<file path="src/irq_prio_pkg.sv">
/*
 * Shared constants and carrier types for the four-level interrupt priority block.
 * Assumes a 32-bit Avalon-MM register bus with byte addresses on a 25 MHz clock.
 */
package irq_prio_pkg;

    // ************************************************************
    // Sizes and register map
    // ************************************************************
    localparam int          NSRC        = 7;        // Number of request sources.
    localparam int          AW          = 10;       // Avalon byte address width.
    localparam logic [7:0]  OFS_ENABLE  = 8'hA8;    // Source enable register.
    localparam logic [7:0]  OFS_PRIO_HI = 8'hB7;    // Priority high bits (index, not aligned).
    localparam logic [7:0]  OFS_PRIO_LO = 8'hB8;    // Priority low bits (index).
    localparam logic [7:0]  OFS_STATUS  = 8'hC0;    // Sticky grant status, write one to clear.
    localparam logic [7:0]  OFS_MASK    = 8'hC1;    // Status interrupt mask.
    localparam logic [7:0]  OFS_SERVICE = 8'hC2;    // Levels in service, read only.
    localparam logic [7:0]  OFS_DONE    = 8'hC3;    // Write to end the highest service.
    localparam logic [7:0]  RST_ENABLE  = 8'h00;    // Enable reset value.
    localparam logic [6:0]  RST_PRIO    = 7'h00;    // Both priority registers reset to level 0.
    localparam logic [6:0]  RST_MASK    = 7'h00;    // Mask reset value.
    localparam int          GLOBAL_BIT  = 7;        // Global enable bit position.

    // ************************************************************
    // Source positions, shared by enable and priority registers
    // ************************************************************
    localparam int SRC_EXT0  = 0;
    localparam int SRC_TMR0  = 1;
    localparam int SRC_EXT1  = 2;
    localparam int SRC_TMR1  = 3;
    localparam int SRC_SER   = 4;
    localparam int SRC_TMR2  = 5;
    localparam int SRC_ARRAY = 6;

    // ************************************************************
    // Vector addresses
    // ************************************************************
    localparam logic [7:0] VEC_EXT0  = 8'h03;
    localparam logic [7:0] VEC_TMR0  = 8'h0B;
    localparam logic [7:0] VEC_EXT1  = 8'h13;
    localparam logic [7:0] VEC_TMR1  = 8'h1B;
    localparam logic [7:0] VEC_SER   = 8'h23;
    localparam logic [7:0] VEC_TMR2  = 8'h2B;
    localparam logic [7:0] VEC_ARRAY = 8'h33;

    // Grant carried to the core: vector, level and the source bit.
    typedef struct packed {
        logic            valid;
        logic [7:0]      vector;
        logic [1:0]      level;
        logic [NSRC-1:0] source;
    } grant_t;

endpackage : irq_prio_pkg

</file>
<file path="src/irq_level_stack.sv">
/*
 * Tracks which of the four priority levels are in service.
 * Assumes grant and done pulses come from the same clock domain.
 */
`timescale 1ns/1ps
module irq_level_stack
    import irq_prio_pkg::*;
(
    // Clock and reset.
    input  wire logic       mclk,
    input  wire logic       rstn,
    // Service events.
    input  wire logic       push,
    input  wire logic [1:0] push_level,
    input  wire logic       pop,
    // State.
    output logic [3:0]      active,
    output logic [2:0]      floor
);

    // ************************************************************
    // Active level bits
    // ************************************************************
    // A pop retires the highest active level, which is always the one
    // running since lower levels only resume after it ends.
    logic [3:0] top_bit;                            // One-hot highest active level.
    assign top_bit = active[3] ? 4'h8 : active[2] ? 4'h4 :
                     active[1] ? 4'h2 : active[0] ? 4'h1 : 4'h0;

    // Floor is one above the highest level in service; 0 when idle.
    assign floor = active[3] ? 3'h4 : active[2] ? 3'h3 :
                   active[1] ? 3'h2 : active[0] ? 3'h1 : 3'h0;

    // Active bits update on every edge.
    always_ff @(posedge mclk or negedge rstn) begin
        if (!rstn) begin
            active <= 4'h0;
        end else begin
            active <= (active & ~(pop ? top_bit : 4'h0)) |
                      (push ? (4'h1 << push_level) : 4'h0);
        end
    end

endmodule : irq_level_stack

</file>
<file path="src/irq_prio_ctrl.sv">
/*
 * Four-level nested interrupt controller with Avalon-MM register access.
 * Assumes request flags come from same-clock peripheral logic, and the
 * core takes a grant the cycle it is shown and reports each routine end.
 */
// Added by the designer: register access over Avalon-MM.
// How it works
// - Level is high bit then low bit.
// - Grant only above every level in service.
// - Equal or lower request waits, retried later.
// - Higher level preempts; nesting reaches four levels.
// - Same level resolved by fixed polling order.
// - Fixed vector address for each source.
// - Clear edge externals and timer 0/1 flags.
// - Seven sources, four levels, two priority registers.
// - Enable register layout, global bit masks all.
// - High priority register at B7H, read/write.
// - High priority bit 7 unused, reads zero.
`timescale 1ns/1ps
module irq_prio_ctrl
    import irq_prio_pkg::*;
(
    // Clock and reset.
    input  wire logic            mclk,
    input  wire logic            rstn,
    // Avalon-MM slave.
    input  wire logic [AW-1:0]   avs_address,
    input  wire logic            avs_read,
    input  wire logic            avs_write,
    input  wire logic [31:0]     avs_writedata,
    input  wire logic [3:0]      avs_byteenable,
    output logic [31:0]          avs_readdata,
    output logic                 avs_waitrequest,
    // Request flags.
    input  wire logic            ext0_request_flag,
    input  wire logic            ext0_edge_mode,
    input  wire logic            timer0_overflow_flag,
    input  wire logic            ext1_request_flag,
    input  wire logic            ext1_edge_mode,
    input  wire logic            timer1_overflow_flag,
    input  wire logic            counter_array_overflow_flag,
    input  wire logic [4:0]      module_event_flag,
    input  wire logic            serial_receive_flag,
    input  wire logic            serial_transmit_flag,
    input  wire logic            timer2_overflow_flag,
    input  wire logic            timer2_external_flag,
    // Core side.
    input  wire logic            take,
    input  wire logic            service_done,
    output grant_t               grant,
    output logic [NSRC-1:0]      flag_clear,
    output logic                 irq
);

    // ************************************************************
    // Registers
    // ************************************************************
    logic [7:0]      source_enable_reg;             // Enables plus global bit.
    logic [6:0]      priority_high_reg;             // High priority bits.
    logic [6:0]      priority_low_reg;              // Low priority bits.
    logic [6:0]      status;                        // Sticky grant events.
    logic [6:0]      mask;                          // Status mask.
    logic            ack;                           // Bus answer phase.
    logic [3:0]      active;                        // Levels in service.
    logic [2:0]      floor;                         // Lowest grantable level, one above the highest in service.

    // ************************************************************
    // Bus decode
    // ************************************************************
    // One wait cycle on every access keeps read data registered.
    wire             req     = avs_read | avs_write;
    wire             wr_go   = avs_write && ack;
    wire             lane0   = avs_byteenable[0];
    // Registers sit one to a 32-bit word, so the two low address bits
    // only pick a byte lane and take no part in the decode.
    wire [7:0]       idx     = avs_address[AW-1:2]; // Word index.
    wire             sel_en  = idx == OFS_ENABLE;
    wire             sel_hi  = idx == OFS_PRIO_HI;
    wire             sel_lo  = idx == OFS_PRIO_LO;
    wire             sel_st  = idx == OFS_STATUS;
    wire             sel_mk  = idx == OFS_MASK;
    wire             sel_sv  = idx == OFS_SERVICE;
    wire             sel_dn  = idx == OFS_DONE;
    wire             done_wr = wr_go && lane0 && sel_dn;

    // Unmapped addresses read zero and ignore writes.
    wire [7:0] rd_byte = sel_en ? source_enable_reg :
                         sel_hi ? {1'b0, priority_high_reg} :
                         sel_lo ? {1'b0, priority_low_reg} :
                         sel_st ? {1'b0, status} :
                         sel_mk ? {1'b0, mask} :
                         sel_sv ? {4'h0, active} : 8'h00;

    assign avs_waitrequest = req && !ack;

    // Answer flop toggles the wait phase off for one cycle.
    always_ff @(posedge mclk or negedge rstn) begin
        if (!rstn) begin
            ack          <= 1'b0;
            avs_readdata <= 32'h0000_0000;
        end else begin
            ack          <= req && !ack;
            avs_readdata <= {24'h00_0000, rd_byte};
        end
    end

    // Register writes, low byte lane only.
    always_ff @(posedge mclk or negedge rstn) begin
        if (!rstn) begin
            source_enable_reg <= RST_ENABLE;
            priority_high_reg <= RST_PRIO;
            priority_low_reg  <= RST_PRIO;
            mask              <= RST_MASK;
        end else if (wr_go && lane0) begin
            if (sel_en) source_enable_reg <= avs_writedata[7:0];
            if (sel_hi) priority_high_reg <= avs_writedata[6:0];
            if (sel_lo) priority_low_reg  <= avs_writedata[6:0];
            if (sel_mk) mask              <= avs_writedata[6:0];
        end
    end

    // ************************************************************
    // Request gathering and arbitration
    // ************************************************************
    // Request vector in register bit order. Array, serial and timer 2
    // stay set after vectoring; their routines must clear them.
    wire [NSRC-1:0] raw;
    assign raw[SRC_EXT0]  = ext0_request_flag;
    assign raw[SRC_TMR0]  = timer0_overflow_flag;
    assign raw[SRC_EXT1]  = ext1_request_flag;
    assign raw[SRC_TMR1]  = timer1_overflow_flag;
    assign raw[SRC_ARRAY] = counter_array_overflow_flag | (|module_event_flag);
    assign raw[SRC_SER]   = serial_receive_flag | serial_transmit_flag;
    assign raw[SRC_TMR2]  = timer2_overflow_flag | timer2_external_flag;

    // Global enable masks everything.
    wire [NSRC-1:0] pend = raw & source_enable_reg[NSRC-1:0] &
                           {NSRC{source_enable_reg[GLOBAL_BIT]}};

    // Per-source level: high bit over low bit.
    logic [1:0] lvl [NSRC];
    genvar g;
    generate
        for (g = 0; g < NSRC; g++) begin : g_lvl
            assign lvl[g] = {priority_high_reg[g], priority_low_reg[g]};
        end
    endgenerate

    // Polling order, first wins among equal levels.
    localparam int ORD [NSRC] = '{SRC_EXT0, SRC_TMR0, SRC_EXT1, SRC_TMR1,
                                  SRC_ARRAY, SRC_SER, SRC_TMR2};

    // Pick highest level, then first in polling order.
    logic [2:0] win_idx;
    logic [1:0] win_lvl;
    logic       win_any;
    always_comb begin
        win_idx = 3'd0;
        win_lvl = 2'd0;
        win_any = 1'b0;
        for (int i = 0; i < NSRC; i++) begin
            if (pend[ORD[i]] && (!win_any || lvl[ORD[i]] > win_lvl)) begin
                win_any = 1'b1;
                win_idx = 3'(ORD[i]);
                win_lvl = lvl[ORD[i]];
            end
        end
    end

    // Only a level above all in service may be offered; others wait.
    wire can_grant = win_any && ({1'b0, win_lvl} >= floor);

    // Vector lookup.
    wire [7:0] vec = (win_idx == 3'(SRC_EXT0)) ? VEC_EXT0 :
                     (win_idx == 3'(SRC_TMR0)) ? VEC_TMR0 :
                     (win_idx == 3'(SRC_EXT1)) ? VEC_EXT1 :
                     (win_idx == 3'(SRC_TMR1)) ? VEC_TMR1 :
                     (win_idx == 3'(SRC_SER))  ? VEC_SER  :
                     (win_idx == 3'(SRC_TMR2)) ? VEC_TMR2 : VEC_ARRAY;

    wire [NSRC-1:0] win_bit = NSRC'(1) << win_idx;
    wire            taken   = grant.valid && take;
    wire            pop     = service_done | done_wr;

    // Flags that hardware clears on vectoring.
    wire [NSRC-1:0] hw_clr;
    assign hw_clr[SRC_EXT0]  = ext0_edge_mode;
    assign hw_clr[SRC_TMR0]  = 1'b1;
    assign hw_clr[SRC_EXT1]  = ext1_edge_mode;
    assign hw_clr[SRC_TMR1]  = 1'b1;
    assign hw_clr[SRC_SER]   = 1'b0;
    assign hw_clr[SRC_TMR2]  = 1'b0;
    assign hw_clr[SRC_ARRAY] = 1'b0;

    // Grant register; it drops the cycle after it is taken so that the
    // stack update is seen before the next offer.
    always_ff @(posedge mclk or negedge rstn) begin
        if (!rstn) begin
            grant      <= '0;
            flag_clear <= '0;
        end else begin
            grant.valid  <= can_grant && !taken && !pop;
            grant.vector <= vec;
            grant.level  <= win_lvl;
            grant.source <= win_bit;
            flag_clear   <= taken ? (grant.source & hw_clr) : '0;
        end
    end

    // ************************************************************
    // Service tracking and status interrupt
    // ************************************************************
    irq_level_stack irq_level_stack_inst (
        .mclk       (mclk),
        .rstn       (rstn),
        .push       (taken),
        .push_level (grant.level),
        .pop        (pop),
        .active     (active),
        .floor      (floor)
    );

    // Set wins over a write-one clear in the same cycle.
    wire [6:0] st_clr = (wr_go && lane0 && sel_st) ? avs_writedata[6:0] : 7'h00;
    wire [6:0] st_set = taken ? grant.source : 7'h00;
    always_ff @(posedge mclk or negedge rstn) begin
        if (!rstn) begin
            status <= 7'h00;
        end else begin
            status <= (status & ~st_clr) | st_set;
        end
    end

    assign irq = |(status & mask);
endmodule : irq_prio_ctrl

</file>
<file path="config.mk">
export PLATFORM = sky130hd
export DESIGN_NAME = irq_prio_ctrl
export DESIGN_NICKNAME = d
export VERILOG_FILES = /design/src/irq_prio_pkg.sv /design/src/irq_level_stack.sv /design/src/irq_prio_ctrl.sv
export SDC_FILE = /design/constraint.sdc
export NUM_CORES = 1
export LEC_CHECK = 0
export ABC_AREA = 1
export BUFFER_PORTS_ARGS = -buffer_cell sky130_fd_sc_hd__buf_2
export CAP_MARGIN = 20
export CORE_MARGIN = 10
export CORE_UTILIZATION = 54
export DETAILED_ROUTE_END_ITERATION = 10
export PLACE_DENSITY = 0.82
export SYNTH_ARGS = -nofsm -noshare
export SYNTH_HDL_FRONTEND = slang
export SYNTH_SLANG_ARGS = --single-unit
</file>
<file path="constraint.sdc">
create_clock -name mclk -period 12.07 [get_ports mclk]
set_clock_uncertainty 0.05 [all_clocks]
set_input_delay 1.207 -clock mclk [delete_from_list [all_inputs] [get_ports mclk]]
set_output_delay 1.207 -clock mclk [all_outputs]
set_load 0.01 [all_outputs]
</file>
==> results of run 1 <==
worst paths after layout:
check | to | slack [ns] | depth (start not counted)
max reg2reg | grant[17] | 4.39 | 59
min | ack | 0.38 | 1
min reg2reg | ack | 0.38 | 1
min in group asynchronous | priority_low_reg[0] | 1.00 | 2
max in group asynchronous | grant[5] | 10.43 | 2
max | grant[17] | 3.92 | 60
placed cells by master (no fill, tap or decap), types with 2 or more instances in the layout:
master,count
a21oi_1,8
a221oi_1,4
and2_1,2
and3_1,2
buf_2,67
clkbuf_8,9
clkinv_4,2
clkinvlp_4,2
conb_1,31
dfrtp_1,67
ha_1,14
inv_1,50
inv_2,7
nand2_1,132
nand2_2,4
nand3_1,30
nand3_2,2
nand4_1,6
nor2_1,30
nor3_1,3
o21ai_0,48
o21ai_1,6
cells by family after synthesis:
group | count (synthesis) | share of synthesized area, %
simple gates | 218 | 26.0
buf+inv | 96 | 13.1
compound gates | 73 | 10.8
flops | 67 | 45.1
fa+ha+maj | 14 | 4.72
other cells | 2 | 0.202
layout make-up:
class / instances / share of cell area (%)
flip-flops and latches: 67 / 40.0
multi-input cells: 336 / 39.6
repair buffers: 68 / 8.17
inverters: 59 / 5.34
clock buffers: 9 / 2.95
well taps: 80 / 2.39
clock inverters: 6 / 1.61
per-stage QoR:
stage	instance area (um2)	setup WS, ns	hold slack (ns)
6_report	4200	3.92	0.383
5_1_grt	4200	3.16	0.430
4_1_cts	4200	3.95	0.383
3_5_place_dp	4000	3.60	0.372
3_3_place_gp	4000	3.92	0.362
2_1_floorplan	3820	4.57	0.394
metal layers:
metal | share of wire [%] | vias to the layer above | global-route usage [%]
met1 | 41 | 1561 | 22.6
met4 | 2.2 | 0 | 6.10
met5 | 0 | - | 0
met2 | 47 | 158 | 30.7
met3 | 9.9 | 17 | 5.03
li1 | - | 1597 | -
critical path, delay by kind of cell:
family | cells | cell delay, ns
buffers and inverters | 13 | 1.04
adders and majority gates | 7 | 1.93
and+or+nand+nor | 30 | 2.94
AOI/OAI and AO/OA | 10 | 1.20
where the power goes:
group / switching (W) / internal [W] / leakage (nW) / total (W)
Sequential: 0.00000377 / 0.000229 / 0.919 / 0.000233
Combinational: 0.0000252 / 0.0000115 / 1.38 / 0.0000367
Clock: 0.0000877 / 0.0000944 / 0.0913 / 0.000182
==> impl_metrics.tcl, run 1 <==
set metrics [dict create \
    tightestPinTransition_ns 0.833 \
    dp_hpwl_mm 7.52 \
    syn_area_per_cell_um2 7.90 \
    clkLatencyLatePin_ns 0.34 \
    yosysMostFrequentCell "nand2_1" \
    async_flop_share_pct 100 \
    critPathArrivalTime_ns 8.33 \
    drt_iter0_drc 158 \
    cts_made_buffers 9 \
    grt_antenna_before_repair 0 \
    rsz0062_at_grt "no" \
    rows 30 \
    drt_pass1_iterations 4 \
    root_buffer "clkbuf_8" \
    hp-start "ack" \
    area_delta_synth_final_pct 13.0 \
    synth_edf_count 0 \
    avgViaCountPerCell 5.33 \
    ctsResizeCount 0 \
    ys_top_cells_by_area "dfrtp_1, nand2_1, o21ai_0" \
    p_leak_nw 2.39 \
    grt_pass1_vias 3244 \
    ys_top_cells_by_count "nand2_1, dfrtp_1, inv_1, o21ai_0, buf_4" \
    cp_slowest_stage_delay_ns 0.30 \
    instances_no_fill 625 \
    cts_tree "yes" \
    crit_path_start "ext0_request_flag" \
    syn_area_um2 3710 \
    path_max_fanout 9 \
    ys_warn_count 0 \
    antenna_left 0 \
    coreArea_um2 6760 \
    drive_gt1_share_pct 19.3 \
    final_util_pct 62.1 \
    min_path_type "register to register" \
    wl_per_cell_um 15.5 \
    cts_setup_buffers 0 \
    clk_path_buf_depth 2 \
    required_ns 12.25 \
    slowest_stage "ha_1" \
    initial_core_util_pct 55.0 \
    dieHeight_um 103 \
    clk_pin_slew_ns 0.07 \
    min_period_over_period_pct 67.5 \
    yosysTopAreaCell "dfrtp_1" \
    synthFlopType "dfrtp_1" \
    crit_path_start_kind "primary input" \
    multi_input_area_um2 1660 \
    h-tree-depth 3 \
    status "finished, final reports clean" \
    relSlewSlack_pct 44.5 \
    hold_viol_final 0 \
    dp_cells 610 \
    grt_overflow_total 0 \
    syn_inst 470 \
    total_power_w 0.000452 \
    drc_errors 0 \
    r2r-start "source_enable_reg[7]" \
    path_class "primary input to register" \
    dieArea_um2 10600 \
    cts_hold_buf 0 \
    peakVddDrop_uv 56.5 \
    grt_pass1_wl_mm 15.4 \
    ys_ff_latch 67 \
    portBuffers 67 \
    finalCriticalPeriod_ns 8.15 \
    cp_common_cell "nand2_1" \
    fin_setup_tns_ns 0 \
    fmax_mhz 123 \
    num-fill-cells 595 \
    grt_use_total_pct 18.5 \
    worst_setup_path_end_kind "register" \
    routed_wl_mm 9.67 \
    io-pin-count 127 \
    nNetsFinal 623 \
    antenna_cells 0 \
    largest_register_ffs 14 \
    ys_types 37 \
    cts_sinks 67 \
    grt_max_degree 68 \
    setup_viol 0 \
    final-max-slew-violation-count 0 \
    routabilityCongestion 0.951 \
    ys_seq_area_share_pct 45.1 \
    synth_top_cell_area_share_pct 45.1 \
    power_density_nw_per_um2 108 \
    via_count 3333 \
    die_w_um 103 \
    cap_violations 0 \
    layout.area.seq_um2 1680 \
]
Power figures use the tool's default switching activity.
==> run 2: changes to the inputs <==
- CORE_UTILIZATION: 54 -> 51
- PLACE_DENSITY: 0.82 -> 0.78
- clock period: 12.07 -> 7.8 ns (I/O delays scaled with it)
==> impl_metrics.tcl, run 2 (synthesized netlist as in run 1, its figures left out) <==
set metrics [dict create \
    relSlewSlack_pct 45.4 \
    dp_hpwl_mm 7.43 \
    dieHeight_um 105 \
    status "finished, final reports clean" \
    instances_no_fill 653 \
    p_leak_nw 2.46 \
    nNetsFinal 631 \
    h-tree-depth 3 \
    cts_made_buffers 9 \
    drc_errors 0 \
    critPathArrivalTime_ns 7.53 \
    grt_pass1_wl_mm 15.8 \
    final_cell_mix "nand2_1, buf_2, dfrtp_1" \
    total_power_w 0.000728 \
    cts_tree "yes" \
    wl_per_cell_um 14.7 \
    min_path_type "register to register" \
    routabilityCongestion 0.843 \
    required_ns 7.98 \
    peakVddDrop_uv 99.3 \
    portBuffers 67 \
    setup_viol 0 \
    io-pin-count 127 \
    cap_violations 0 \
    drive_gt1_share_pct 22.4 \
    power_density_nw_per_um2 167 \
    routed_wl_mm 9.58 \
    drt_pass1_iterations 4 \
    coreArea_um2 7180 \
    fin_ws_ns 0.450 \
    place_ws_ns -0.146 \
    rows 31 \
    cp_slowest_stage_delay_ns 0.29 \
    min_period_over_period_pct 94.2 \
    die_w_um 105 \
    hold_viol_final 0 \
    cp_common_cell "nand2_1" \
    final-max-slew-violation-count 0 \
    final_common_cell "nand2_1" \
    clk_pin_slew_ns 0.07 \
    path_class "primary input to register" \
    grt_pass1_vias 3284 \
    tightestPinTransition_ns 0.820 \
    area_delta_synth_final_pct 17.4 \
    grt_overflow_total 0 \
    grt_antenna_before_repair 0 \
    grt_use_total_pct 17.4 \
    largest_register_ffs 14 \
    antenna_cells 0 \
    cts_sinks 67 \
    slowest_stage "ha_1" \
    finalCriticalPeriod_ns 7.35 \
    clk_path_buf_depth 2 \
    crit_path_start_kind "primary input" \
    clkLatencyLatePin_ns 0.35 \
    antenna_left 0 \
    path_buf_inv 11 \
    path_max_fanout 7 \
    dieArea_um2 11100 \
    drt_iter0_drc 230 \
    root_buffer "clkbuf_8" \
    grt_max_degree 68 \
    via_count 3268 \
    dp_cells 630 \
    fmax_mhz 136 \
    worst_setup_path_end_kind "register" \
    avgViaCountPerCell 5.00 \
    path_delay_family "simple AND/OR/NAND/NOR gates" \
    initial_core_util_pct 51.8 \
]
==> run 2: cell count changes in the layout (fill, tap and decap cells not counted), moves of 3 or more <==
| cell | delta |
|---|---|
| o21ai_1 | +3 |
| buf_4 | +8 |
| o21ai_0 | -3 |
| nand2_2 | +5 |
| nand2_1 | -5 |
==> run 2: worst paths after layout <==
path                                       from                   end  slack, ns  depth (start not counted)
max in group asynchronous                  rstn  source_enable_reg[7]       6.55                          2
min                                         ack                   ack       0.37                          1
max reg2reg                source_enable_reg[7]             grant[17]       0.54                         58
min reg2reg                                 ack                   ack       0.37                          1
min in group asynchronous                  rstn             grant[10]       0.54                          2
max                           ext0_request_flag             grant[17]       0.45                         59
==> run 2: where the power goes <==
part           internal (W)  total [W]  leakage, nW  switching, W
registers          0.000354   0.000360        0.919    0.00000604
clock network      0.000179   0.000310        0.103      0.000131
logic             0.0000187  0.0000579         1.44     0.0000392
==> run 2: layout make-up <==
type | count | area, um2
fillers | 626 | 2820
multi-input cells | 336 | 1720
flip-flops and latches | 67 | 1680
repair buffers | 76 | 403
inverters | 59 | 226
clock buffers | 11 | 131
well taps | 99 | 124
clock inverters | 5 | 77.6
==> run 2: layer usage <==
| metal | vias up | wire length (um) | global-route usage, % |
|---|---|---|---|
| met2 | 139 | 4540 | 28.1 |
| met3 | 19 | 774 | 4.63 |
| li1 | 1608 | - | - |
| met1 | 1502 | 4040 | 21.2 |
| met5 | - | 0 | 0 |
| met4 | 0 | 220 | 7.94 |
==> run 2: worst register-to-register path, delay by kind of cell, from the launching register on <==
kind | cells | cell delay, ns
compound gates | 10 | 1.13
simple gates | 31 | 2.99
buf+inv | 10 | 0.65
flops | 1 | 0.44
fa+ha+maj | 7 | 1.89
==> run 2: repair_timing <==
| item | 4_1_cts | 5_1_grt |
|---|---|---|
| gates resized for setup | 0 | 18 |
| endpoints found under the setup margin | 0 | 4 |
| hold buffers | 0 | 0 |
| buffers inserted | 0 | 7 |
==> run 2: metrics by stage <==
stage | TNS (ns) | hold slack, ns | area [um2] | utilization [%]
6_report | 0 | 0.375 | 4360 | 60.8
3_3_place_gp | 0 | 0.362 | 4040 | 56.2
3_5_place_dp | -0.146 | 0.369 | 4040 | 56.2
5_1_grt | -0.0551 | 0.443 | 4360 | 60.8
2_1_floorplan | 0 | 0.394 | 3820 | -
4_1_cts | 0 | 0.379 | 4240 | 59.1
==> run 3: changes to the inputs <==
- ABC_AREA: 1 -> unset
==> impl_metrics.tcl, run 3 <==
set metrics [dict create \
    path_max_fanout 4 \
    dieArea_um2 11000 \
    holdPathStages 1 \
    whs_ns 0.435 \
    swShare_pct 23.6 \
    io-pin-count 127 \
    h-tree-depth 3 \
    area_delta_synth_final_pct 26.6 \
    die_w_um 105 \
    syn_area_per_cell_um2 10.4 \
    r2r_end "grant[17]" \
    p_seq_share_pct 51.7 \
    yosysTopAreaCell "dfrtp_1" \
    violations "setup timing" \
    rows 30 \
    hp-start "ack" \
    slowest_stage "a221o_1" \
    grt_antenna_before_repair 0 \
    root_buffer "clkbuf_8" \
    finalCriticalPeriod_ns 8.10 \
    power_density_nw_per_um2 147 \
    ys_types 55 \
    setup_viol 1 \
    drive_gt1_share_pct 39.3 \
    hold-path-endpoint "ack" \
    worst_setup_path_end_kind "register" \
    portBuffers 67 \
    ff2ff_setup_slack_ns -0.16 \
    min_path_type "register to register" \
    coreArea_um2 6910 \
    fin_ws_ns -0.304 \
    p_switching_w 0.000162 \
    required_ns 7.97 \
    grt_use_total_pct 18.0 \
    grt_max_degree 68 \
    nNetsFinal 543 \
    final_common_cell "dfrtp_1" \
    dieHeight_um 105 \
    via_count 3167 \
    critPathArrivalTime_ns 8.27 \
    rsz0062_at_grt "yes" \
    synthFlopType "dfrtp_1" \
    final_cell_mix "dfrtp_1, buf_2, buf_4" \
    yosysMostFrequentCell "dfrtp_1" \
    routabilityCongestion 0.972 \
    synth_edf_count 0 \
    dp_hpwl_mm 7.74 \
    syn_inst 355 \
    cap_violations 0 \
    min_period_over_period_pct 104 \
    path_class "primary input to register" \
    clkLatencyLatePin_ns 0.34 \
    cp_slowest_stage_delay_ns 0.30 \
    async_flop_share_pct 100 \
    peakVddDrop_uv 74.5 \
    status "finished with violations" \
    wl_per_cell_um 18.4 \
    crit_path_start_kind "primary input" \
    routed_wl_mm 10.3 \
    p_leak_nw 2.48 \
    hold_viol_final 0 \
    ys_top_cells_by_area "dfrtp_1, mux2_2, buf_4" \
    clk_pin_slew_ns 0.07 \
    relSlewSlack_pct 40.2 \
    grt_pass1_wl_mm 16.4 \
    largest_register_ffs 14 \
    drt_pass1_iterations 7 \
    clk_path_buf_depth 2 \
    p_int_w 0.000524 \
    power_frac_clock_pct 41.2 \
    r2r-start "source_enable_reg[0]" \
    grt_pass1_vias 3313 \
    r2r_cells 43 \
    synth_top_cell_area_share_pct 45.4 \
    total_power_w 0.000685 \
    ys_ff_latch 67 \
    antenna_left 0 \
    drc_errors 0 \
    ys_seq_area_share_pct 45.4 \
    avgViaCountPerCell 5.64 \
    ys_warn_count 0 \
    drt_iter0_drc 228 \
    final-max-slew-violation-count 0 \
    ys_top_cells_by_count "dfrtp_1, nand2_1, buf_4, mux2_2, o21ai_0" \
    combPwrFrac_pct 7.1 \
    tightestPinTransition_ns 0.895 \
    cts_sinks 67 \
    antenna_cells 0 \
    initial_core_util_pct 53.4 \
    syn_area_um2 3690 \
    cts_tree "yes" \
    cts_made_buffers 9 \
    grt_overflow_total 0 \
    fmax_mhz 123 \
]
## run 3: cell types whose count changed after synthesis, moves of 14 or more
cell,delta
o21ai_0,-30
nor2_1,-14
mux2_2,+24
nand3_1,-23
inv_1,-39
nand2_1,-97
## run 3: repair_timing
item	CTS	global route
setup buffers	8	2
pin swaps	26	15
hold endpoints to repair	0	0
resized for setup	18	6
hold buffers	0	0
endpoints found under the setup margin	1	9
## run 3: cell families (layout without fill, tap and decap cells)
family,count (synthesis),after routing,share of synthesized area (%)
other,2,31,0.204
multiplexers,29,29,8.68
AO/OA/AOI/OAI,85,85,17.0
adder cells (fa/ha/maj),14,14,4.75
flip-flops,67,67,45.4
AND/OR/NAND/NOR,106,106,15.2
buffers and inverters,52,134,8.78
## run 3: power groups by stage
stage,Clock [W],Combinational [W],Sequential (W)
2_1_floorplan,0,0.0000309,0.000360
3_3_place_gp,0,0.0000443,0.000360
5_1_grt,0.000301,0.0000541,0.000355
3_5_place_dp,0,0.0000455,0.000361
4_1_cts,0.000284,0.0000471,0.000354
6_report,0.000282,0.0000485,0.000355
## run 3: through the flow
step           setup slack, ns  instances  setup TNS (ns)  util (%)  instance area (um2)
2_1_floorplan           -0.363        384          -0.363         -                 3890
3_3_place_gp            -0.659        536          -0.659      61.9                 4280
3_5_place_dp            -0.815        536           -1.03      61.9                 4280
4_1_cts                 -0.235        560          -0.235      66.9                 4620
5_1_grt                 -0.625        562          -0.625      67.6                 4670
6_report                -0.304        562          -0.304      67.6                 4670
## run 3: critical path, delay by kind of cell
kind                       cells  cell delay [ns]
AOI/OAI and AO/OA             19             3.21
adders and majority gates      7             1.69
and+or+nand+nor               13             1.66
muxes                          2             0.59
buffers and inverters          3             0.31
## run 3: worst max path at each step
stage	cells past startpoint	startpoint	endpoint
after CTS	44	ext0_request_flag	grant[17]
after global placement	45	ext0_request_flag	grant[17]
final	44	ext0_request_flag	grant[17]
after global routing	44	ext0_request_flag	grant[17]
after detailed placement	44	ext0_request_flag	grant[17]
after floorplan	45	ext0_request_flag	grant[17]
## run 3: final cells by class
type,instances,area (um2)
Multi-Input combinational cell,265,1990
Timing Repair Buffer,107,653
Fill cell,526,2230
Sequential cell,67,1680
Inverter,11,41.3
Clock inverter,4,50.0
Tap cell,96,120
Clock buffer,12,145
## run 3: routing by layer
metal,global-route usage [%],vias up,wire (um)
li1,-,1443,-
met1,22.0,1535,4300
met2,29.5,169,4940
met3,4.73,20,853
met4,7.35,0,245
met5,0,-,0
